==> src/verilog/csm_pkg.sv <==
// Purpose: constants for the configuration set manager
// Assumes: one clock, synchronous active-high reset, plain register port
// Notes: parameter words are abstract; the active set is a small array of words
//
// Overview of operation
// Active parameter words live in flops and are rebuilt on every reset.
// Three factory profiles are constants that no command can alter.
// Standard profile has low gain and every automatic function off.
// High-gain profile is standard with gain raised to six decibels.
// Auto profile enables continuous auto gain and exposure, gain kept minimal.
// The chosen default factory profile survives reset in the persistent store.
// Exactly three user slots, held in the persistent store across reset.
// The lookup table word is never written into a user slot.
// Host picks slot 1 to 3, then save copies active words into it.
// A save overwrites every stored word of the chosen slot.
// Boot profile may be the default profile or any user slot.
// After reset the chosen boot profile is copied into the active set.
// The shipped default choice is the standard factory profile.
// The default-profile choice is changed only while the device is idle.
// Load copies the chosen user slot or default profile into the active set.
// A load is accepted only while the device is idle.
// A dedicated boot selector picks user slot 1, 2, 3 or default.
// Requests refused while busy change nothing and raise a sticky flag; the code still takes user_sel and boot_sel from the refused write.
package csm_pkg;
  localparam int NUM_WORDS = 4;
  localparam int WORD_W = 16;
  localparam int NUM_SLOTS = 3;
  // Word positions inside a parameter set
  localparam logic [1:0] WORD_GAIN = 2'h0;
  localparam logic [1:0] WORD_GAIN_AUTO = 2'h1;
  localparam logic [1:0] WORD_EXPO_AUTO = 2'h2;
  localparam logic [1:0] WORD_LUT = 2'h3;
  // Gain in tenths of a decibel; auto modes 0 off, 2 continuous
  localparam logic [15:0] GAIN_LOW = 16'h0000;
  localparam logic [15:0] GAIN_6DB = 16'h003c;
  localparam logic [15:0] AUTO_OFF = 16'h0000;
  localparam logic [15:0] AUTO_CONT = 16'h0002;
  localparam logic [15:0] LUT_RESET = 16'h0000;
  // Selector encodings
  localparam logic [1:0] SEL_DEFAULT = 2'h0;
  localparam logic [1:0] FAC_STANDARD = 2'h0;
  localparam logic [1:0] FAC_HIGH_GAIN = 2'h1;
  localparam logic [1:0] FAC_AUTO = 2'h2;
  // Register offsets
  localparam logic [3:0] REG_CTRL = 4'h0;
  localparam logic [3:0] REG_STATUS = 4'h1;
  localparam logic [3:0] REG_WADDR = 4'h2;
  localparam logic [3:0] REG_WDATA = 4'h3;
  // Control register bit positions
  localparam int CTRL_SEL_LO = 0;
  localparam int CTRL_BOOT_LO = 2;
  localparam int CTRL_FAC_LO = 4;
  localparam int CTRL_SAVE = 6;
  localparam int CTRL_LOAD = 7;
  localparam int CTRL_SETFAC = 8;
  localparam int CTRL_CLRERR = 9;
  localparam logic [3:0] CTRL_RESET = 4'h0;
  typedef enum logic [1:0] {CSM_BOOT, CSM_IDLE, CSM_COPY} csm_state_type;
endpackage

==> src/verilog/csm_factory_rom.sv <==
// Purpose: fixed factory profile lookup
// Assumes: purely combinational
// Notes: contents cannot be written by any path
`timescale 1ns/100ps
module csm_factory_rom (
  input wire logic [1:0] profile_i,
  input wire logic [1:0] word_i,
  output logic [15:0] data_o
);
  // Profiles are constants, so no command reaches them
  always_comb
  begin
    data_o = csm_pkg::AUTO_OFF;
    if (word_i == csm_pkg::WORD_GAIN)
      data_o = (profile_i == csm_pkg::FAC_HIGH_GAIN) ? csm_pkg::GAIN_6DB : csm_pkg::GAIN_LOW;
    else if ((word_i == csm_pkg::WORD_GAIN_AUTO) || (word_i == csm_pkg::WORD_EXPO_AUTO))
      data_o = (profile_i == csm_pkg::FAC_AUTO) ? csm_pkg::AUTO_CONT : csm_pkg::AUTO_OFF;
    else if (word_i == csm_pkg::WORD_LUT)
      data_o = csm_pkg::LUT_RESET;
  end
endmodule

==> src/verilog/csm_manager.sv <==
// Purpose: configuration set manager, top level
// Assumes: busy_i is high while acquisition runs or is pending
// Notes: persistent slots and choices reset only through nv_init_i, modelling power-proof storage
//
// The plain strobed port and the address map were left to the implementer.
`timescale 1ns/100ps
module csm_manager (
  input wire logic clk_i,
  input wire logic reset_i,
  input wire logic ce_i,
  input wire logic nv_init_i,
  input wire logic busy_i,
  input wire logic [3:0] addr_i,
  input wire logic [15:0] wdata_i,
  input wire logic wr_i,
  input wire logic rd_i,
  output logic [15:0] rdata_o,
  output logic [15:0] gain_o,
  output logic [15:0] gain_auto_o,
  output logic [15:0] expo_auto_o,
  output logic [15:0] lut_o,
  output logic ready_o,
  output logic reject_o
);
  localparam int NW = csm_pkg::NUM_WORDS;
  localparam int NS = csm_pkg::NUM_SLOTS;

  // Persistent store: three slots plus default and boot choices
  logic [15:0] slot [NS][NW];
  logic [1:0] fac_sel;
  logic [1:0] boot_sel;
  // Volatile state
  logic [15:0] active [NW];
  logic [1:0] user_sel;
  logic [1:0] copy_src;
  logic [1:0] word_idx;
  logic [3:0] edit_addr;
  logic reject;
  csm_pkg::csm_state_type state;
  csm_pkg::csm_state_type next_state;
  logic [1:0] next_copy_src;
  logic [1:0] next_word_idx;
  logic next_reject;
  logic [1:0] next_user_sel;
  logic [1:0] next_fac_sel;
  logic [1:0] next_boot_sel;
  logic [3:0] next_edit_addr;
  logic [15:0] next_rdata;
  logic [15:0] fac_word;
  logic [15:0] src_word;
  logic do_save;
  logic wr_ctrl;
  logic idle;
  // High when a request is refused this cycle, so it can override a clear
  logic refused;

  csm_factory_rom u_rom (
    .profile_i(fac_sel),
    .word_i(word_idx),
    .data_o(fac_word)
  );

  assign idle = (state == csm_pkg::CSM_IDLE) && !busy_i;
  assign wr_ctrl = wr_i && (addr_i == csm_pkg::REG_CTRL);
  // Save needs a slot number; selector value zero means default, which is read-only
  assign do_save = wr_ctrl && wdata_i[csm_pkg::CTRL_SAVE] && (state == csm_pkg::CSM_IDLE)
    && (wdata_i[csm_pkg::CTRL_SEL_LO +: 2] != csm_pkg::SEL_DEFAULT);

  // Source word for a copy: default profile from ROM or a user slot
  always_comb
  begin
    if (copy_src == csm_pkg::SEL_DEFAULT)
      src_word = fac_word;
    else
      src_word = slot[copy_src - 2'h1][word_idx];
  end

  // Control path: selectors, commands, copy sequencer
  always_comb
  begin
    next_state = state;
    next_copy_src = copy_src;
    next_word_idx = word_idx;
    next_reject = reject;
    next_user_sel = user_sel;
    next_fac_sel = fac_sel;
    next_boot_sel = boot_sel;
    next_edit_addr = edit_addr;
    refused = 1'b0;
    unique case (state)
      csm_pkg::CSM_BOOT:
      begin
        next_copy_src = boot_sel;
        next_word_idx = 2'h0;
        next_state = csm_pkg::CSM_COPY;
      end
      csm_pkg::CSM_COPY:
      begin
        next_word_idx = word_idx + 2'h1;
        if (word_idx == 2'(NW - 1))
          next_state = csm_pkg::CSM_IDLE;
      end
      csm_pkg::CSM_IDLE:
      begin
        if (wr_ctrl)
        begin
          next_user_sel = wdata_i[csm_pkg::CTRL_SEL_LO +: 2];
          next_boot_sel = wdata_i[csm_pkg::CTRL_BOOT_LO +: 2];
          if (wdata_i[csm_pkg::CTRL_LOAD])
          begin
            if (idle)
            begin
              next_copy_src = wdata_i[csm_pkg::CTRL_SEL_LO +: 2];
              next_word_idx = 2'h0;
              next_state = csm_pkg::CSM_COPY;
            end
            else
              refused = 1'b1;
          end
          if (wdata_i[csm_pkg::CTRL_SETFAC])
          begin
            // Encoding 3 is not a profile and is ignored
            if (!idle)
              refused = 1'b1;
            else if (wdata_i[csm_pkg::CTRL_FAC_LO +: 2] != 2'h3)
              next_fac_sel = wdata_i[csm_pkg::CTRL_FAC_LO +: 2];
          end
        end
      end
    endcase
    // A refusal in the clearing cycle wins over the clear, so no refused request goes unreported
    if (refused)
      next_reject = 1'b1;
    else if (wr_ctrl && wdata_i[csm_pkg::CTRL_CLRERR])
      next_reject = 1'b0;
    if (wr_i && (addr_i == csm_pkg::REG_WADDR))
      next_edit_addr = wdata_i[3:0];
  end

  // Read mux answers the cycle after the strobe
  always_comb
  begin
    next_rdata = 16'h0000;
    if (rd_i)
    begin
      unique case (addr_i)
        csm_pkg::REG_CTRL: next_rdata = {10'h000, fac_sel, boot_sel, user_sel};
        csm_pkg::REG_STATUS: next_rdata = {13'h0000, busy_i, state == csm_pkg::CSM_IDLE, reject};
        csm_pkg::REG_WADDR: next_rdata = {12'h000, edit_addr};
        csm_pkg::REG_WDATA: next_rdata = active[edit_addr[1:0]];
        default: next_rdata = 16'h0000;
      endcase
    end
  end

  // Volatile registers, rebuilt at reset
  always_ff @(posedge clk_i)
  begin
    if (reset_i)
    begin
      state <= csm_pkg::CSM_BOOT;
      copy_src <= csm_pkg::SEL_DEFAULT;
      word_idx <= 2'h0;
      reject <= 1'b0;
      user_sel <= csm_pkg::SEL_DEFAULT;
      edit_addr <= csm_pkg::CTRL_RESET;
    end
    else if (ce_i)
    begin
      state <= next_state;
      copy_src <= next_copy_src;
      word_idx <= next_word_idx;
      reject <= next_reject;
      user_sel <= next_user_sel;
      edit_addr <= next_edit_addr;
    end
  end

  // Active words: copy engine or software edits
  always_ff @(posedge clk_i)
  begin
    if (reset_i)
    begin
      for (int i = 0; i < NW; i++)
        active[i] <= 16'h0000;
    end
    else if (ce_i)
    begin
      if (state == csm_pkg::CSM_COPY)
      begin
        // Table word is not in any stored set, so it returns to its reset value
        if (word_idx == csm_pkg::WORD_LUT)
          active[word_idx] <= csm_pkg::LUT_RESET;
        else
          active[word_idx] <= src_word;
      end
      else if (wr_i && (addr_i == csm_pkg::REG_WDATA))
        active[edit_addr[1:0]] <= wdata_i;
    end
  end

  // Persistent store: survives reset_i, cleared only by nv_init_i
  always_ff @(posedge clk_i)
  begin
    if (nv_init_i)
    begin
      fac_sel <= csm_pkg::FAC_STANDARD;
      boot_sel <= csm_pkg::SEL_DEFAULT;
      for (int s = 0; s < NS; s++)
        for (int i = 0; i < NW; i++)
          slot[s][i] <= 16'h0000;
    end
    else if (ce_i && !reset_i)
    begin
      fac_sel <= next_fac_sel;
      boot_sel <= next_boot_sel;
      if (do_save)
      begin
        // Every word replaced; table word stored as its reset value
        for (int i = 0; i < NW; i++)
          slot[wdata_i[csm_pkg::CTRL_SEL_LO +: 2] - 2'h1][i] <=
            (i == int'(csm_pkg::WORD_LUT)) ? csm_pkg::LUT_RESET : active[i];
      end
    end
  end

  // Outputs straight from flops
  always_ff @(posedge clk_i)
  begin
    if (reset_i)
    begin
      gain_o <= 16'h0000;
      gain_auto_o <= 16'h0000;
      expo_auto_o <= 16'h0000;
      lut_o <= 16'h0000;
      ready_o <= 1'b0;
      reject_o <= 1'b0;
      rdata_o <= 16'h0000;
    end
    else if (ce_i)
    begin
      gain_o <= active[csm_pkg::WORD_GAIN];
      gain_auto_o <= active[csm_pkg::WORD_GAIN_AUTO];
      expo_auto_o <= active[csm_pkg::WORD_EXPO_AUTO];
      lut_o <= active[csm_pkg::WORD_LUT];
      ready_o <= (next_state == csm_pkg::CSM_IDLE);
      reject_o <= next_reject;
      rdata_o <= next_rdata;
    end
  end

  // Checks
  busy_load_a: assert property (@(posedge clk_i) disable iff (reset_i)
    ce_i && wr_ctrl && wdata_i[csm_pkg::CTRL_LOAD] && busy_i && state == csm_pkg::CSM_IDLE
    |=> state != csm_pkg::CSM_COPY)
    else $error("load accepted while busy");
  busy_fac_a: assert property (@(posedge clk_i) disable iff (reset_i)
    ce_i && busy_i |=> $stable(fac_sel))
    else $error("default choice changed while busy");
  reject_flag_a: assert property (@(posedge clk_i) disable iff (reset_i)
    ce_i && wr_ctrl && busy_i && wdata_i[csm_pkg::CTRL_LOAD] && state == csm_pkg::CSM_IDLE |=> reject)
    else $error("refused request not flagged");
  boot_copy_a: assert property (@(posedge clk_i)
    reset_i ##1 !reset_i && ce_i [*6] |-> state == csm_pkg::CSM_IDLE)
    else $error("boot copy did not finish");
  lut_clear_a: assert property (@(posedge clk_i) disable iff (reset_i)
    ce_i && state == csm_pkg::CSM_COPY && word_idx == csm_pkg::WORD_LUT |=> active[3] == csm_pkg::LUT_RESET)
    else $error("table word kept over copy");
  high_gain_a: assert property (@(posedge clk_i)
    fac_sel == csm_pkg::FAC_HIGH_GAIN && word_idx == csm_pkg::WORD_GAIN |-> fac_word == csm_pkg::GAIN_6DB)
    else $error("high gain profile wrong");
  auto_prof_a: assert property (@(posedge clk_i)
    fac_sel == csm_pkg::FAC_AUTO && word_idx == csm_pkg::WORD_EXPO_AUTO |-> fac_word == csm_pkg::AUTO_CONT)
    else $error("auto profile wrong");
  save_copy_a: assert property (@(posedge clk_i) disable iff (reset_i)
    ce_i && do_save && wdata_i[1:0] == 2'h1 |=> slot[0][0] == $past(active[0]))
    else $error("save did not replace slot");
  // Refusal, sequencer, profile and persistence checks
  fac_refuse_a: assert property (@(posedge clk_i) disable iff (reset_i)
    ce_i && wr_ctrl && busy_i && wdata_i[csm_pkg::CTRL_SETFAC] && state == csm_pkg::CSM_IDLE |=> reject)
    else $error("refused default change not flagged");
  clear_flag_a: assert property (@(posedge clk_i) disable iff (reset_i)
    ce_i && wr_ctrl && wdata_i[csm_pkg::CTRL_CLRERR] && !refused |=> !reject)
    else $error("reject flag not cleared");
  load_start_a: assert property (@(posedge clk_i) disable iff (reset_i)
    ce_i && idle && wr_ctrl && wdata_i[csm_pkg::CTRL_LOAD]
    |=> state == csm_pkg::CSM_COPY && word_idx == 2'h0 && copy_src == $past(wdata_i[csm_pkg::CTRL_SEL_LO +: 2]))
    else $error("load did not start the copy");
  copy_end_a: assert property (@(posedge clk_i) disable iff (reset_i)
    ce_i && state == csm_pkg::CSM_COPY && word_idx == 2'(NW - 1) |=> state == csm_pkg::CSM_IDLE)
    else $error("copy did not end after last word");
  boot_src_a: assert property (@(posedge clk_i) disable iff (reset_i)
    ce_i && state == csm_pkg::CSM_BOOT |=> state == csm_pkg::CSM_COPY && copy_src == $past(boot_sel))
    else $error("boot copy took the wrong source");
  nv_keep_a: assert property (@(posedge clk_i)
    reset_i && !nv_init_i |=> $stable(fac_sel) && $stable(boot_sel))
    else $error("persistent choice lost over reset");
  std_prof_a: assert property (@(posedge clk_i)
    fac_sel == csm_pkg::FAC_STANDARD && word_idx == csm_pkg::WORD_GAIN_AUTO |-> fac_word == csm_pkg::AUTO_OFF)
    else $error("standard profile has an auto function on");
  slot_lut_a: assert property (@(posedge clk_i) disable iff (reset_i)
    ce_i && do_save |=> slot[0][csm_pkg::WORD_LUT] == csm_pkg::LUT_RESET
    && slot[1][csm_pkg::WORD_LUT] == csm_pkg::LUT_RESET && slot[2][csm_pkg::WORD_LUT] == csm_pkg::LUT_RESET)
    else $error("table word stored in a user slot");
  ready_flag_a: assert property (@(posedge clk_i) disable iff (reset_i)
    ce_i |=> ready_o == (state == csm_pkg::CSM_IDLE))
    else $error("ready flag out of step with sequencer");
endmodule

==> config.mk <==
export PLATFORM = sky130hd
export DESIGN_NAME = csm_manager
export DESIGN_NICKNAME = d
export VERILOG_FILES = /design/src/verilog/csm_pkg.sv /design/src/verilog/csm_factory_rom.sv /design/src/verilog/csm_manager.sv
export SDC_FILE = /design/constraint.sdc
export NUM_CORES = 1
export LEC_CHECK = 0
export BUFFER_PORTS_ARGS = -buffer_cell sky130_fd_sc_hd__buf_2
export CAP_MARGIN = 25
export CORE_MARGIN = 4
export CORE_UTILIZATION = 60
export DETAILED_ROUTE_END_ITERATION = 12
export GPL_TIMING_DRIVEN = 0
export PLACE_DENSITY = 0.79
export SLEW_MARGIN = 20
export SYNTH_ARGS = -nofsm -noshare
export SYNTH_HDL_FRONTEND = slang
export SYNTH_SLANG_ARGS = --single-unit
==> constraint.sdc <==
create_clock -name clk_i -period 6.01 [get_ports clk_i]
set_input_delay 0.601 -clock clk_i [delete_from_list [all_inputs] [get_ports clk_i]]
set_output_delay 0.601 -clock clk_i [all_outputs]
set_load 0.1 [all_outputs]
After elaboration in Yosys (flattened, before gate mapping)
Memories as Yosys holds them, arrays and structs flattened. A register that Yosys moved wholly into a read port is not among the register bits.
Cells that the tools add are included.
{"block": "word_totals", "register_bits": 34, "latchBits": 0, "ram_bits": 208, "rom_bits": 0, "input_bits": 27, "elab_cells": 128, "n_memories": 2}
{"name": "slot", "words": 3, "width": 48, "read_ports": 1, "rd_clocked_by_memory_dff": 0, "write_ports": 3, "line_no": "csm_manager.sv:29", "source": "logic [15:0] slot [NS][NW];"}
{"name": "active", "words": 4, "width": 16, "read_ports": 8, "rd_clocked_by_memory_dff": 5, "write_ports": 4, "line_no": "csm_manager.sv:33", "source": "logic [15:0] active [NW];"}
{"block": "op_classes", "addsub": 3, "multipliers": 0, "div": 0, "magnitude_cmp": 1, "eq_ne": 15, "shifts": 0, "n_mux": 66, "n_bitwise": 2, "reduce_logical": 29}
{"op": "16-bit 2-to-1 mux", "count": 9}
{"op": "16-bit case mux with 4 select lines", "count": 1}
{"op": "48-bit 2-to-1 mux", "count": 1}
{"op": "48-bit OR reduction", "count": 1}
{"op": "1-bit 2-to-1 mux", "count": 34}
{"op": "16-bit binary-select mux with 2-bit select", "count": 1}
{"op": "2-bit 2-to-1 mux", "count": 16}
{"op": "16-bit OR reduction", "count": 2}
{"op": "2-bit case mux with 3 select lines", "count": 2}
{"op": "1-bit logical AND", "count": 9}
{"op": "2-bit by 1-bit equality test with 1-bit output, second input constant", "count": 4}
{"op": "2-bit equality test, second input constant", "count": 4}
{"op": "4-bit by 2-bit equality test with 1-bit output, second input constant", "count": 2}
{"op": "2-bit != test, second input constant", "count": 4}
{"op": "2-bit logical NOT", "count": 3}
{"op": "6-bit 2-to-1 mux", "count": 1}
{"op": "3-bit AND reduction", "count": 2}
{"op": "6-bit AND reduction", "count": 1}
{"op": "2-bit nonzero test", "count": 3}
{"op": "5-bit AND reduction", "count": 1}
{"op": "4-bit by 1-bit equality test with 1-bit output, second input constant", "count": 1}
{"op": "4-bit logical NOT", "count": 1}
{"op": "2-bit case mux with 2 select lines", "count": 1}
{"op": "2-bit AND reduction", "count": 2}
{"op": "8 further kinds", "count": 10}

Depth between registers and ports, before layout
Gate-level depths: netlist (run 1).
{"block": "depth", "ltp_word": 11, "ltp_mapped": 13, "mapped_depth_nobuf": 6}

By module
Synthesis (run 1) repeated with hierarchy kept, for this count alone.
{"block": "unflattened", "cells_unflattened": 1235, "area_unflattened_um2": 15727.6}
{"module": "csm_manager", "n_inst": 1, "cells_per_inst": 1215, "area_per_inst_um2": 15576.2, "seq_area_each_um2": 9689.3}
{"module": "csm_factory_rom", "n_inst": 1, "cells_per_inst": 20, "area_per_inst_um2": 151.4, "seq_area_each_um2": 0.0}

Worst setup path before layout (run 1)
No wires, ideal clock.
{"block": "synth_timing", "path_kind": "in2reg", "from": "in wdata_i[0]", "to": "mem slot[3][0] (netlist bit) (enable)", "setup_time_ps": 502, "arrival_time_ps": 4809, "path_slack_ps": 700, "stages": 5, "path_buffers": 1, "cell_sequence": "clkbuf_1 inv_1 ha_1 or4b_1 nor4_1"}
{"element": "start, declared", "line_no": "csm_manager.sv:14", "source": "input wire logic [15:0] wdata_i,"}
{"element": "end, declared", "line_no": "csm_manager.sv:29"}

==> report_table.html, run 1 <==
<table>
<tr><th>Metric</th><th>Value</th></tr>
<tr><th colspan="2">Cells and area</th></tr>
<tr><td>Post-route standard cell area excluding fillers</td><td>0.0176 mm²</td></tr>
<tr><td>Total number of nets in the final design</td><td>1331</td></tr>
<tr><td>Most used cells in the layout excluding fill and tap cells</td><td>sky130_fd_sc_hd__edfxtp_1, sky130_fd_sc_hd__and2_1, sky130_fd_sc_hd__mux2i_1, sky130_fd_sc_hd__buf_2, sky130_fd_sc_hd__dfxtp_1</td></tr>
<tr><td>Area growth from synthesis to layout</td><td>14.6%</td></tr>
<tr><td>Leading cell type in the layout, fill and taps excluded</td><td>sky130_fd_sc_hd__edfxtp_1</td></tr>
<tr><td>ANT cells</td><td>0</td></tr>
<tr><td>Utilization of the core after routing</td><td>69.8%</td></tr>
<tr><td>Layout cells sized above 1</td><td>18.4%</td></tr>
<tr><th colspan="2">Logic synthesis</th></tr>
<tr><td>Number of distinct library cells after synthesis</td><td>52</td></tr>
<tr><td>Synthesized net count</td><td>1177</td></tr>
<tr><td>Part of the Yosys area used for sequential elements</td><td>63.1%</td></tr>
<tr><td>Post-synthesis async set-or-reset flop share</td><td>0%</td></tr>
<tr><td>Warnings from Yosys</td><td>0</td></tr>
<tr><td>Synth Instances</td><td>1143</td></tr>
<tr><td>Flops &amp; latches, synth</td><td>356</td></tr>
<tr><td>Average size of a mapped cell</td><td>13.4 µm²</td></tr>
<tr><td>Ys flop type</td><td>sky130_fd_sc_hd__edfxtp_1</td></tr>
<tr><td>Total standard cell area after synthesis</td><td>0.0153 mm²</td></tr>
<tr><td>Number of flops mapped to enable cells by yosys</td><td>256</td></tr>
<tr><th colspan="2">Power and ir drop</th></tr>
<tr><td>NetSw</td><td>0.00133 W</td></tr>
<tr><td>Lkg Pwr</td><td>6.61 nW</td></tr>
<tr><td>Sequential fraction of design power</td><td>50.1%</td></tr>
<tr><td>Combinational fraction of design power</td><td>8.7%</td></tr>
<tr><td>Switching portion of total power</td><td>24.2%</td></tr>
<tr><td>Worst ir drop on vdd</td><td>0.000269 V</td></tr>
<tr><td>Internal power consumption</td><td>0.00416 W</td></tr>
<tr><td>Portion of total power attributed to the clock network</td><td>41.2%</td></tr>
<tr><td>Power density of the placed cells</td><td>312 mW/mm²</td></tr>
<tr><th colspan="2">Route</th></tr>
<tr><td>Vias</td><td>10316</td></tr>
<tr><td>Drt via density</td><td>6.23</td></tr>
<tr><td>Total Routed Length</td><td>40.3 mm</td></tr>
<tr><td>Antenna violation net count after detailed routing</td><td>0</td></tr>
<tr><td>First-pass detailed-route iteration total</td><td>5</td></tr>
<tr><td>Detailed Route Iter0 Violations</td><td>1216</td></tr>
<tr><td>Per-cell routed wire length</td><td>24.4 µm</td></tr>
<tr><td>Drt drc</td><td>0</td></tr>
<tr><th colspan="2">Global route</th></tr>
<tr><td>Vias in the first global route</td><td>10077</td></tr>
<tr><td>Global route overflow</td><td>0</td></tr>
<tr><td>Global-route wire length before repair</td><td>60.2 mm</td></tr>
<tr><td>Global-route usage over all layers</td><td>28.1%</td></tr>
<tr><td>Pin count of the biggest net entering global routing</td><td>33</td></tr>
<tr><td>Number of antenna violations at the first check in global routing</td><td>1</td></tr>
<tr><th colspan="2">Worst setup path</th></tr>
<tr><td>Longest individual stage delay on the worst path</td><td>0.64 ns</td></tr>
<tr><td>Top Family by Delay on Critical Path</td><td>buffers and inverters</td></tr>
<tr><td>Standard cell with the maximum stage delay on the critical path</td><td>sky130_fd_sc_hd__a31oi_1</td></tr>
<tr><td>Internal reg-to-reg setup slack</td><td>1.51 ns</td></tr>
<tr><td>Critical path cell sequence</td><td>buf_4 &gt; buf_4 &gt; buf_4 &gt; buf_2 &gt; inv_1 &gt; ha_1 &gt; buf_2 &gt; nor2b_1 &gt; buf_1 &gt; clkbuf_1 &gt; a22oi_1 &gt; a31oi_1 &gt; a21oi_1</td></tr>
<tr><td>Register-to-Register Path Depth</td><td>13</td></tr>
<tr><td>Sort of element at the end of the critical path</td><td>register</td></tr>
<tr><td>Critical path fanouts, max</td><td>10</td></tr>
<tr><td>Buffering stage count on the worst path with inverters included</td><td>8</td></tr>
<tr><td>Arrival time reported for the critical path endpoint</td><td>4.75 ns</td></tr>
<tr><td>Critical path type</td><td>reg2reg</td></tr>
<tr><td>Startpoint of the worst register-to-register path</td><td>copy_src[0]</td></tr>
<tr><td>Most repeated library cell on the critical path</td><td>sky130_fd_sc_hd__buf_4</td></tr>
<tr><td>Critical path required time</td><td>6.26 ns</td></tr>
<tr><td>Reg-to-Reg End</td><td>active[2][10]</td></tr>
<tr><td>Type of element launching the critical path</td><td>register</td></tr>
<tr><th colspan="2">STA</th></tr>
<tr><td>Final critical delay including setup and external delays</td><td>4.50 ns</td></tr>
<tr><td>Highest achievable clock rate</td><td>222 MHz</td></tr>
<tr><td>Slew @ Worst Pin</td><td>1.05 ns</td></tr>
<tr><td>Max-slew headroom</td><td>29.7%</td></tr>
<tr><td>Final Hold Vio Count</td><td>0</td></tr>
<tr><td>Number of failing setup endpoints in the final timing report</td><td>0</td></tr>
<tr><td>Worst Skew</td><td>0.0128 ns</td></tr>
<tr><td>RSZ-0062 raised after global routing</td><td>false</td></tr>
<tr><td>Max Slew Vio Count</td><td>0</td></tr>
<tr><td>Period Utilization, post-route</td><td>74.8%</td></tr>
<tr><th colspan="2">Clocking</th></tr>
<tr><td>Later-pin clock latency in the skew report</td><td>0.52 ns</td></tr>
<tr><td>Buffers inserted during post-CTS setup optimization</td><td>0</td></tr>
<tr><td>Master cell of the clock root buffer</td><td>sky130_fd_sc_hd__clkbuf_16</td></tr>
<tr><td>Clock tree from TritonCTS</td><td>yes</td></tr>
<tr><td>Maximum root-to-sink buffer count</td><td>3</td></tr>
<tr><td>Cts-stage hold buffer count</td><td>0</td></tr>
<tr><td>Number of gates resized after CTS</td><td>0</td></tr>
<tr><td>Number of clock buffers inserted by TritonCTS</td><td>36</td></tr>
<tr><td>Htree depth</td><td>2</td></tr>
<tr><td>Clock input transition at the sequential cells of the worst setup and hold paths</td><td>0.06 ns</td></tr>
<tr><td>Clock sink count</td><td>356</td></tr>
<tr><th colspan="2">Place</th></tr>
<tr><td>Number of buffer cells added on primary ports</td><td>105</td></tr>
<tr><td>Final weighted congestion in routability-driven placement</td><td>0.963</td></tr>
<tr><td>Post-detailed-placement cell area</td><td>0.0164 mm²</td></tr>
<tr><td>DPL Wire Length</td><td>28.9 mm</td></tr>
<tr><th colspan="2">Min path</th></tr>
<tr><td>HP Start</td><td>wdata_i[2]</td></tr>
<tr><td>Terminating pin of the worst hold path</td><td>boot_sel[0]</td></tr>
<tr><td>Worst Hold Path Cells</td><td>3</td></tr>
<tr><td>Worst hold path class</td><td>in2reg</td></tr>
<tr><th colspan="2">Floorplanning</th></tr>
<tr><td>I/O pins</td><td>109</td></tr>
<tr><td>Cell Rows</td><td>58</td></tr>
<tr><td>Die area</td><td>0.0282 mm²</td></tr>
<tr><td>Height of the chip</td><td>168 µm</td></tr>
<tr><td>Placeable Area</td><td>0.0252 mm²</td></tr>
<tr><td>Die outline width</td><td>168 µm</td></tr>
<tr><td>Initial core utilization</td><td>60.9%</td></tr>
<tr><th colspan="2">Run</th></tr>
<tr><td>MaxCap Viol Count</td><td>0</td></tr>
<tr><th colspan="2">Outcome</th></tr>
<tr><td>Run status</td><td>finished clean</td></tr>
</table>
## how the worst max path moves through the flow
stage / depth (start not counted) / startpoint / end / slack (ns)
after global placement: 5 / wdata_i[0] / slot[3][28] / -1.72
final: 13 / copy_src[0] / active[2][10] / 1.51
after global routing: 13 / copy_src[0] / active[0][9] / 1.32
after CTS: 13 / copy_src[0] / active[2][9] / 1.59
after detailed placement: 13 / copy_src[0] / active[2][10] / 1.66
after floorplan: 5 / wdata_i[0] / slot[3][0] / 0.70
## metrics by stage
step | hold slack, ns | setup TNS [ns] | std cells | power, W | setup slack (ns)
3_3_place_gp | 0.438 | -55.00 | 1578 | 0.00326 | -1.72
4_1_cts | 0.367 | 0 | 1655 | 0.00548 | 1.59
3_5_place_dp | 0.441 | 0 | 1589 | 0.00327 | 1.66
2_1_floorplan | 0.456 | 0 | 1143 | 0.00312 | 0.700
5_1_grt | 0.374 | 0 | 1655 | 0.00563 | 1.32
6_report | 0.378 | 0 | 1655 | 0.00549 | 1.51
## logic make-up (layout without fill, tap and decap cells)
| kind of cell | after synthesis | in the layout | synth area share (%) |
|---|---|---|---|
| simple gates | 354 | 354 | 13.2 |
| flops | 356 | 356 | 63.1 |
| buf+inv | 95 | 277 | 2.69 |
| fa+ha+maj | 7 | 7 | 0.571 |
| compound gates | 158 | 158 | 6.51 |
| mux | 173 | 173 | 13.9 |
## power groups by stage
| stage | clock network [W] | registers, W | logic, W |
|---|---|---|---|
| 6_report | 0.00226 | 0.00275 | 0.000478 |
| 3_3_place_gp | 0 | 0.00280 | 0.000464 |
| 4_1_cts | 0.00226 | 0.00275 | 0.000476 |
| 3_5_place_dp | 0 | 0.00280 | 0.000472 |
| 2_1_floorplan | 0 | 0.00291 | 0.000210 |
| 5_1_grt | 0.00238 | 0.00275 | 0.000500 |
## area by class of cell
cell class | instances | area, µm²
well taps | 330 | 413
inverters | 15 | 56.3
plain buffers | 80 | 358
multi-input cells | 692 | 5260
clock buffers | 49 | 991
fillers | 1695 | 7590
repair buffers | 116 | 624
flip-flops and latches | 356 | 9690
clock inverters | 17 | 195
## worst min-delay path, delay by kind of cell
family / cells / cell delay (ns)
multiplexers: 1 / 0.07
buffers and inverters: 1 / 0.11
AND/OR/NAND/NOR: 1 / 0.07
## layer usage
layer	up-vias	GRT usage, %	routed length, µm
met5	-	0	0
met4	0	9.21	1090
met3	85	5.38	4370
met2	593	44.8	19100
met1	5101	39.5	15800
li1	4537	-	-
## flip-flops by register name (all words and copies together), names as in the netlist, named ones only
name	count
active	64
boot_sel	2
copy_src	2
edit_addr	4
expo_auto_o	16
fac_sel	2
gain_auto_o	16
gain_o	16
lut_o	16
rdata_o	16
ready_o	1
reject_o	1
slot	192
state	2
user_sel	2
word_idx	2
## synthesized netlist by cell type (6+ instances only)
library cell               number  area share (%)
sky130_fd_sc_hd__ha_1           7            0.57
sky130_fd_sc_hd__dfxtp_1      100              13
sky130_fd_sc_hd__nor2_1        91             2.2
sky130_fd_sc_hd__a31oi_1       21            0.86
sky130_fd_sc_hd__o21ai_0       10            0.33
sky130_fd_sc_hd__nand2_1       37            0.90
sky130_fd_sc_hd__buf_2         15            0.49
sky130_fd_sc_hd__a22oi_1       47             2.3
sky130_fd_sc_hd__mux2i_1      140             9.1
sky130_fd_sc_hd__and2_1       163             6.6
sky130_fd_sc_hd__clkbuf_1      51             1.2
sky130_fd_sc_hd__buf_1          6            0.15
sky130_fd_sc_hd__and4_1        16            0.91
sky130_fd_sc_hd__inv_1         15            0.37
sky130_fd_sc_hd__a21oi_1       62             2.0
sky130_fd_sc_hd__edfxtp_1     256              50
sky130_fd_sc_hd__mux4_2        32             4.7
sky130_fd_sc_hd__buf_4          6            0.29
Power figures use the tool's default switching activity.
==> run 2: changes to the inputs <==
- clock period: 6.01 -> 4.55 ns (I/O delays scaled with it)
==> report_table.html, run 2 (same netlist as run 1, synthesis figures left out) <==
<table>
<tr><th>Metric</th><th>Value</th></tr>
<tr><th colspan="2">Worst setup path</th></tr>
<tr><td>Internal reg-to-reg setup slack</td><td>0.29 ns (was 1.51 ns)</td></tr>
<tr><td>Most repeated library cell on the critical path</td><td>sky130_fd_sc_hd__buf_4 (unchanged)</td></tr>
<tr><td>Standard cell with the maximum stage delay on the critical path</td><td>sky130_fd_sc_hd__a31oi_1 (unchanged)</td></tr>
<tr><td>Stages on worst setup path</td><td>12 (was 13)</td></tr>
<tr><td>Top Family by Delay on Critical Path</td><td>buffers and inverters (unchanged)</td></tr>
<tr><td>Critical path type</td><td>reg2reg (unchanged)</td></tr>
<tr><td>Reg-to-Reg End</td><td>active[2][7] (was active[2][10])</td></tr>
<tr><td>Sort of element at the end of the critical path</td><td>register (unchanged)</td></tr>
<tr><td>Type of element launching the critical path</td><td>register (unchanged)</td></tr>
<tr><td>Critical path fanouts, max</td><td>10 (unchanged)</td></tr>
<tr><td>Longest individual stage delay on the worst path</td><td>0.55 ns (was 0.64 ns)</td></tr>
<tr><td>Register-to-Register Path Depth</td><td>12 (was 13)</td></tr>
<tr><td>Startpoint of the worst register-to-register path</td><td>copy_src[0] (unchanged)</td></tr>
<tr><td>Critical path capture point</td><td>active[2][7] (was active[2][10])</td></tr>
<tr><td>Critical path required time</td><td>4.79 ns (was 6.26 ns)</td></tr>
<tr><td>Startpoint of the worst setup timing path</td><td>copy_src[0] (unchanged)</td></tr>
<tr><td>Arrival time reported for the critical path endpoint</td><td>4.51 ns (was 4.75 ns)</td></tr>
<tr><td>Buffering stage count on the worst path with inverters included</td><td>7 (was 8)</td></tr>
<tr><td>Critical path cell sequence</td><td>buf_4 &gt; buf_4 &gt; buf_4 &gt; buf_2 &gt; inv_1 &gt; ha_1 &gt; buf_2 &gt; buf_1 &gt; mux4_2 &gt; and4_1 &gt; a31oi_1 &gt; a21oi_1 (was buf_4 &gt; buf_4 &gt; buf_4 &gt; buf_2 &gt; inv_1 &gt; ha_1 &gt; buf_2 &gt; nor2b_1 &gt; buf_1 &gt; clkbuf_1 &gt; a22oi_1 &gt; a31oi_1 &gt; a21oi_1)</td></tr>
<tr><th colspan="2">Cells and area</th></tr>
<tr><td>Largest registers</td><td>slot x192, active x64 (unchanged)</td></tr>
<tr><td>ANT cells</td><td>0 (unchanged)</td></tr>
<tr><td>Utilization of the core after routing</td><td>69.4% (was 69.8%)</td></tr>
<tr><td>Count of non-filler cells in the finished layout</td><td>1649 (was 1655)</td></tr>
<tr><td>Total number of nets in the final design</td><td>1327 (was 1331)</td></tr>
<tr><td>Register with the most flip-flops</td><td>slot (unchanged)</td></tr>
<tr><td>Leading cell type in the layout, fill and taps excluded</td><td>sky130_fd_sc_hd__edfxtp_1 (unchanged)</td></tr>
<tr><td>Layout cells sized above 1</td><td>17.7% (was 18.4%)</td></tr>
<tr><td>Most used cells in the layout excluding fill and tap cells</td><td>sky130_fd_sc_hd__edfxtp_1, sky130_fd_sc_hd__and2_1, sky130_fd_sc_hd__mux2i_1, sky130_fd_sc_hd__buf_2, sky130_fd_sc_hd__dfxtp_1 (unchanged)</td></tr>
<tr><td>Area growth from synthesis to layout</td><td>13.9% (was 14.6%)</td></tr>
<tr><td>Flip-flop count of the largest register after layout</td><td>192 (unchanged)</td></tr>
<tr><th colspan="2">Place</th></tr>
<tr><td>DPL Wire Length</td><td>29.2 mm (was 28.9 mm)</td></tr>
<tr><td>Final weighted congestion in routability-driven placement</td><td>0.939 (was 0.963)</td></tr>
<tr><td>Number of buffer cells added on primary ports</td><td>105 (unchanged)</td></tr>
<tr><td>Inst Count DP</td><td>1586 (was 1589)</td></tr>
<tr><th colspan="2">Global route</th></tr>
<tr><td>Number of antenna violations at the first check in global routing</td><td>0 (was 1)</td></tr>
<tr><td>Pin count of the biggest net entering global routing</td><td>33 (unchanged)</td></tr>
<tr><td>Global-route wire length before repair</td><td>61.7 mm (was 60.2 mm)</td></tr>
<tr><td>Global-route usage over all layers</td><td>29.0% (was 28.1%)</td></tr>
<tr><td>Global route overflow</td><td>0 (unchanged)</td></tr>
<tr><td>Vias in the first global route</td><td>10250 (was 10077)</td></tr>
<tr><th colspan="2">Floorplanning</th></tr>
<tr><td>Height of the chip</td><td>168 µm (unchanged)</td></tr>
<tr><td>Die outline width</td><td>168 µm (unchanged)</td></tr>
<tr><td>Cell Rows</td><td>58 (unchanged)</td></tr>
<tr><td>Placeable Area</td><td>0.0252 mm² (unchanged)</td></tr>
<tr><td>Initial core utilization</td><td>60.9% (unchanged)</td></tr>
<tr><td>I/O pins</td><td>109 (unchanged)</td></tr>
<tr><td>Die area</td><td>0.0282 mm² (unchanged)</td></tr>
<tr><th colspan="2">Power and ir drop</th></tr>
<tr><td>Combinational fraction of design power</td><td>9.1% (was 8.7%)</td></tr>
<tr><td>Internal power consumption</td><td>0.00529 W (was 0.00416 W)</td></tr>
<tr><td>Lkg Pwr</td><td>6.54 nW (was 6.61 nW)</td></tr>
<tr><td>Portion of total power attributed to the clock network</td><td>39.2% (was 41.2%)</td></tr>
<tr><td>NetSw</td><td>0.00172 W (was 0.00133 W)</td></tr>
<tr><td>Sequential fraction of design power</td><td>51.8% (was 50.1%)</td></tr>
<tr><td>Worst ir drop on vdd</td><td>0.000346 V (was 0.000269 V)</td></tr>
<tr><td>Power density of the placed cells</td><td>401 mW/mm² (was 312 mW/mm²)</td></tr>
<tr><td>Switching portion of total power</td><td>24.6% (was 24.2%)</td></tr>
<tr><th colspan="2">STA</th></tr>
<tr><td>Final Hold Vio Count</td><td>0 (unchanged)</td></tr>
<tr><td>Final critical delay including setup and external delays</td><td>4.26 ns (was 4.50 ns)</td></tr>
<tr><td>Number of failing setup endpoints in the final timing report</td><td>0 (unchanged)</td></tr>
<tr><td>Max-slew headroom</td><td>36.1% (was 29.7%)</td></tr>
<tr><td>Worst Skew</td><td>0.0174 ns (was 0.0128 ns)</td></tr>
<tr><td>Highest achievable clock rate</td><td>235 MHz (was 222 MHz)</td></tr>
<tr><td>Slew @ Worst Pin</td><td>0.959 ns (was 1.05 ns)</td></tr>
<tr><td>Period Utilization, post-route</td><td>93.7% (was 74.8%)</td></tr>
<tr><td>Max Slew Vio Count</td><td>0 (unchanged)</td></tr>
<tr><td>RSZ-0062 raised after global routing</td><td>false (unchanged)</td></tr>
<tr><th colspan="2">Clocking</th></tr>
<tr><td>Htree depth</td><td>2 (unchanged)</td></tr>
<tr><td>Clock input transition at the sequential cells of the worst setup and hold paths</td><td>0.06 ns (about the same)</td></tr>
<tr><td>Clock tree from TritonCTS</td><td>yes (unchanged)</td></tr>
<tr><td>Master cell of the clock root buffer</td><td>sky130_fd_sc_hd__clkbuf_16 (unchanged)</td></tr>
<tr><td>Maximum root-to-sink buffer count</td><td>3 (unchanged)</td></tr>
<tr><td>Clock sink count</td><td>356 (unchanged)</td></tr>
<tr><td>Buffers inserted during post-CTS setup optimization</td><td>0 (unchanged)</td></tr>
<tr><td>Number of gates resized after CTS</td><td>0 (unchanged)</td></tr>
<tr><td>Later-pin clock latency in the skew report</td><td>0.52 ns (about the same)</td></tr>
<tr><td>Number of clock buffers inserted by TritonCTS</td><td>35 (was 36)</td></tr>
<tr><td>Cts-stage hold buffer count</td><td>0 (unchanged)</td></tr>
<tr><th colspan="2">Route</th></tr>
<tr><td>Detailed Route Iter0 Violations</td><td>1117 (was 1216)</td></tr>
<tr><td>Drt via density</td><td>6.29 (was 6.23)</td></tr>
<tr><td>Vias</td><td>10365 (was 10316)</td></tr>
<tr><td>Total Routed Length</td><td>41.1 mm (was 40.3 mm)</td></tr>
<tr><td>Per-cell routed wire length</td><td>24.9 µm (was 24.4 µm)</td></tr>
<tr><td>Antenna violation net count after detailed routing</td><td>0 (unchanged)</td></tr>
<tr><td>First-pass detailed-route iteration total</td><td>6 (was 5)</td></tr>
<tr><td>Drt drc</td><td>0 (unchanged)</td></tr>
<tr><th colspan="2">Run</th></tr>
<tr><td>MaxCap Viol Count</td><td>0 (unchanged)</td></tr>
<tr><th colspan="2">Outcome</th></tr>
<tr><td>Run status</td><td>finished clean (unchanged)</td></tr>
<tr><th colspan="2">Min path</th></tr>
<tr><td>Worst hold path class</td><td>in2reg (unchanged)</td></tr>
</table>
[run 2: routing by layer]
layer,routed length (µm),part of all wire [%],vias to the layer above,track usage (%)
met2,19500,47,634,46.1
met5,0,0,-,0
li1,-,-,4526,-
met4,1460,3.6,0,9.84
met3,4690,11,99,7.07
met1,15500,38,5106,39.6
[run 2: worst min path at each step]
stage / cells after the start / slack, ns / start / to
2_1_floorplan: 2 / 0.46 / edit_addr[3] / edit_addr[3]
3_3_place_gp: 2 / 0.44 / rdata_o[0] / rdata_o[0]
3_5_place_dp: 2 / 0.45 / rdata_o[1] / rdata_o[1]
4_1_cts: 3 / 0.23 / wdata_i[3] / boot_sel[1]
5_1_grt: 2 / 0.26 / wdata_i[8] / fac_sel[1]
6_report: 3 / 0.25 / wdata_i[3] / edit_addr[3]
[run 2: worst min-delay path: cells and delay by family]
family / cells / cell delay (ns)
muxes: 1 / 0.08
buffers and inverters: 1 / 0.12
and+or+nand+nor: 1 / 0.07
[run 2: area by class of cell]
| class | count | area (µm²) |
|---|---|---|
| inverter | 15 | 56.3 |
| clock inverter | 10 | 43.8 |
| tap | 330 | 413 |
| clock buffer | 53 | 1030 |
| sequential | 356 | 9690 |
| fill | 1686 | 7700 |
| buffer | 80 | 359 |
| timing repair buffer | 113 | 608 |
| multi-input combinational | 692 | 5280 |
[run 2: power by group through the flow]
stage	logic, W	registers [W]	clock network [W]
4_1_cts	0.000630	0.00363	0.00274
5_1_grt	0.000664	0.00364	0.00289
6_report	0.000636	0.00363	0.00275
3_3_place_gp	0.000615	0.00369	0
2_1_floorplan	0.000278	0.00384	0
3_5_place_dp	0.000627	0.00370	0
[run 2: through the flow]
| stage | setup TNS (ns) | hold WS (ns) | power [W] | worst slack, ns | instance area, µm² |
|---|---|---|---|---|---|
| floorplan | 0 | 0.456 | 0.00412 | 0.696 | 15400 |
| global placement | -36.08 | 0.439 | 0.00431 | -0.727 | 16300 |
| detailed placement | 0 | 0.448 | 0.00432 | 0.193 | 16400 |
| CTS | 0 | 0.232 | 0.00700 | 0.169 | 17500 |
| global route | 0 | 0.264 | 0.00719 | 0.106 | 17500 |
| finish | 0 | 0.254 | 0.00701 | 0.287 | 17500 |
==> run 3: changes to the inputs <==
- CTS_BUF_LIST: not set -> sky130_fd_sc_hd__clkbuf_16
- PLACE_DENSITY: 0.79 -> 0.84
==> report_table.html, run 3 (same netlist as run 1, synthesis figures left out) <==
<table>
<tr><th>Metric</th><th>Value</th></tr>
<tr><th colspan="2">STA</th></tr>
<tr><td>Max-slew headroom</td><td>32.0% (was 36.1%)</td></tr>
<tr><td>Max Slew Vio Count</td><td>0 (unchanged)</td></tr>
<tr><td>Slew @ Worst Pin</td><td>1.01 ns (was 0.959 ns)</td></tr>
<tr><td>Highest achievable clock rate</td><td>231 MHz (was 235 MHz)</td></tr>
<tr><td>Worst Skew</td><td>0.0310 ns (was 0.0174 ns)</td></tr>
<tr><td>Final-layout setup total negative slack</td><td>0 ns (unchanged)</td></tr>
<tr><td>Smallest setup slack after layout</td><td>0.213 ns (was 0.287 ns)</td></tr>
<tr><td>Number of failing setup endpoints in the final timing report</td><td>0 (unchanged)</td></tr>
<tr><td>Final worst hold slack</td><td>0.248 ns (was 0.254 ns)</td></tr>
<tr><td>Period Utilization, post-route</td><td>95.3% (was 93.7%)</td></tr>
<tr><td>Final critical delay including setup and external delays</td><td>4.34 ns (was 4.26 ns)</td></tr>
<tr><td>Final Hold Vio Count</td><td>0 (unchanged)</td></tr>
<tr><th colspan="2">Floorplanning</th></tr>
<tr><td>Die area</td><td>0.0282 mm² (unchanged)</td></tr>
<tr><td>Initial core utilization</td><td>60.9% (unchanged)</td></tr>
<tr><td>Placeable Area</td><td>0.0252 mm² (unchanged)</td></tr>
<tr><td>I/O pins</td><td>109 (unchanged)</td></tr>
<tr><td>Height of the chip</td><td>168 µm (unchanged)</td></tr>
<tr><td>Cell Rows</td><td>58 (unchanged)</td></tr>
<tr><td>Die outline width</td><td>168 µm (unchanged)</td></tr>
<tr><th colspan="2">Global route</th></tr>
<tr><td>Number of antenna violations at the first check in global routing</td><td>0 (unchanged)</td></tr>
<tr><td>Pin count of the biggest net entering global routing</td><td>33 (unchanged)</td></tr>
<tr><td>Global-route wire length before repair</td><td>62.2 mm (was 61.7 mm)</td></tr>
<tr><td>Global-route usage over all layers</td><td>29.0% (about the same)</td></tr>
<tr><td>Vias in the first global route</td><td>10505 (was 10250)</td></tr>
<tr><td>Global route overflow</td><td>0 (unchanged)</td></tr>
<tr><th colspan="2">Clocking</th></tr>
<tr><td>Clock sink count</td><td>356 (unchanged)</td></tr>
<tr><td>Htree depth</td><td>2 (unchanged)</td></tr>
<tr><td>Maximum root-to-sink buffer count</td><td>3 (unchanged)</td></tr>
<tr><td>Clock tree from TritonCTS</td><td>yes (unchanged)</td></tr>
<tr><td>Clock input transition at the sequential cells of the worst setup and hold paths</td><td>0.06 ns (about the same)</td></tr>
<tr><td>Later-pin clock latency in the skew report</td><td>0.54 ns (was 0.52 ns)</td></tr>
<tr><td>Cts-stage hold buffer count</td><td>0 (unchanged)</td></tr>
<tr><td>Number of clock buffers inserted by TritonCTS</td><td>35 (unchanged)</td></tr>
<tr><td>Master cell of the clock root buffer</td><td>sky130_fd_sc_hd__clkbuf_16 (unchanged)</td></tr>
<tr><th colspan="2">Worst setup path</th></tr>
<tr><td>Sort of element at the end of the critical path</td><td>register (unchanged)</td></tr>
<tr><td>Internal reg-to-reg setup slack</td><td>0.21 ns (was 0.29 ns)</td></tr>
<tr><td>Critical path fanouts, max</td><td>10 (unchanged)</td></tr>
<tr><td>Register-to-Register Path Depth</td><td>13 (was 12)</td></tr>
<tr><td>Arrival time reported for the critical path endpoint</td><td>4.59 ns (was 4.51 ns)</td></tr>
<tr><td>Critical path type</td><td>reg2reg (unchanged)</td></tr>
<tr><td>Type of element launching the critical path</td><td>register (unchanged)</td></tr>
<tr><td>Critical path required time</td><td>4.80 ns (was 4.79 ns)</td></tr>
<tr><th colspan="2">Route</th></tr>
<tr><td>Drt via density</td><td>6.43 (was 6.29)</td></tr>
<tr><td>Antenna violation net count after detailed routing</td><td>0 (unchanged)</td></tr>
<tr><td>Detailed Route Iter0 Violations</td><td>1408 (was 1117)</td></tr>
<tr><td>Vias</td><td>10612 (was 10365)</td></tr>
<tr><td>Per-cell routed wire length</td><td>25.1 µm (was 24.9 µm)</td></tr>
<tr><td>First-pass detailed-route iteration total</td><td>6 (unchanged)</td></tr>
<tr><td>Total Routed Length</td><td>41.4 mm (was 41.1 mm)</td></tr>
<tr><td>Drt drc</td><td>0 (unchanged)</td></tr>
<tr><th colspan="2">Cells and area</th></tr>
<tr><td>Flip-flop count of the largest register after layout</td><td>192 (unchanged)</td></tr>
<tr><td>Leading cell type in the layout, fill and taps excluded</td><td>sky130_fd_sc_hd__edfxtp_1 (unchanged)</td></tr>
<tr><td>Layout cells sized above 1</td><td>17.9% (was 17.7%)</td></tr>
<tr><td>ANT cells</td><td>0 (unchanged)</td></tr>
<tr><td>Register with the most flip-flops</td><td>slot (unchanged)</td></tr>
<tr><td>Most used cells in the layout excluding fill and tap cells</td><td>sky130_fd_sc_hd__edfxtp_1, sky130_fd_sc_hd__and2_1, sky130_fd_sc_hd__mux2i_1, sky130_fd_sc_hd__buf_2, sky130_fd_sc_hd__dfxtp_1 (unchanged)</td></tr>
<tr><td>Utilization of the core after routing</td><td>69.5% (was 69.4%)</td></tr>
<tr><td>Area growth from synthesis to layout</td><td>14.1% (was 13.9%)</td></tr>
<tr><td>Total number of nets in the final design</td><td>1328 (was 1327)</td></tr>
<tr><td>Largest registers</td><td>slot x192, active x64 (unchanged)</td></tr>
<tr><th colspan="2">Outcome</th></tr>
<tr><td>Run status</td><td>finished clean (unchanged)</td></tr>
<tr><th colspan="2">Power and ir drop</th></tr>
<tr><td>Power density of the placed cells</td><td>397 mW/mm² (was 401 mW/mm²)</td></tr>
<tr><td>Worst ir drop on vdd</td><td>0.000474 V (was 0.000346 V)</td></tr>
<tr><td>Overall power consumption</td><td>0.00695 W (was 0.00701 W)</td></tr>
<tr><td>Lkg Pwr</td><td>6.60 nW (was 6.54 nW)</td></tr>
<tr><th colspan="2">Place</th></tr>
<tr><td>Number of buffer cells added on primary ports</td><td>105 (unchanged)</td></tr>
<tr><td>Minimum setup slack after placement</td><td>0.218 ns (was 0.193 ns)</td></tr>
<tr><td>DPL Wire Length</td><td>29.5 mm (was 29.2 mm)</td></tr>
<tr><td>Final weighted congestion in routability-driven placement</td><td>0.918 (was 0.939)</td></tr>
<tr><th colspan="2">Run</th></tr>
<tr><td>MaxCap Viol Count</td><td>0 (unchanged)</td></tr>
<tr><th colspan="2">Min path</th></tr>
<tr><td>Worst Hold Path Cells</td><td>3 (unchanged)</td></tr>
<tr><td>Worst hold path class</td><td>in2reg (unchanged)</td></tr>
</table>
==> run 3: layout make-up <==
cell class                      instances  area (µm²)
Tap cell                              330         413
Clock inverter                         27         136
Multi-Input combinational cell        692        5300
Fill cell                            1651        7670
Clock buffer                           37         926
Inverter                               15        56.3
Timing Repair Buffer                  114         634
Buffer                                 80         357
Sequential cell                       356        9690
==> run 3: routing by layer <==
| layer | track usage (%) | part of all wire (%) |
|---|---|---|
| met1 | 39.7 | 37 |
| met3 | 5.00 | 11 |
| met5 | 0 | 0 |
| met2 | 47.3 | 48 |
| met4 | 10.5 | 3.9 |
==> run 3: metrics by stage <==
| stage | instance area (µm²) | cells |
|---|---|---|
| final | 17500 | 1651 |
| after global routing | 17500 | 1651 |
| after detailed placement | 16400 | 1587 |
| after floorplan | 15400 | 1143 |
| after global placement | 16300 | 1578 |
| after CTS | 17500 | 1651 |
==> run 3: timing repair <==
item / 4_1_cts / 5_1_grt
setup endpoints to repair: 0 / 17
setup buffers: 0 / 0
gates resized for setup: 0 / 6
==> run 3: worst paths after layout <==
path / startpoint / endpoint
setup reg to reg: copy_src[0] / active[1][7]
setup / recovery: copy_src[0] / active[1][7]
hold reg to reg: rdata_o[4] / rdata_o[4]
hold / removal: wdata_i[2] / edit_addr[2]
==> run 3: worst max-delay path: stages, from the launching register on <==
cell,delay [ns]
sky130_fd_sc_hd__dfxtp_1,0.32
sky130_fd_sc_hd__buf_4,0.23
sky130_fd_sc_hd__buf_4,0.27
sky130_fd_sc_hd__buf_4,0.24
sky130_fd_sc_hd__buf_2,0.38
sky130_fd_sc_hd__inv_1,0.10
sky130_fd_sc_hd__ha_1,0.34
sky130_fd_sc_hd__buf_2,0.28
sky130_fd_sc_hd__nor2b_1,0.17
sky130_fd_sc_hd__buf_1,0.34
sky130_fd_sc_hd__buf_1,0.45
sky130_fd_sc_hd__a22oi_1,0.22
sky130_fd_sc_hd__a31oi_1,0.57
sky130_fd_sc_hd__a21oi_1,0.17
==> run 3: where the power goes <==
part	leakage (nW)	total, W	internal [W]	switching (W)
logic	2.74	0.000639	0.000170	0.000469
registers	3.29	0.00363	0.00356	0.0000720
clock network	0.569	0.00268	0.00148	0.00121
total	6.60	0.00695	0.00521	0.00175
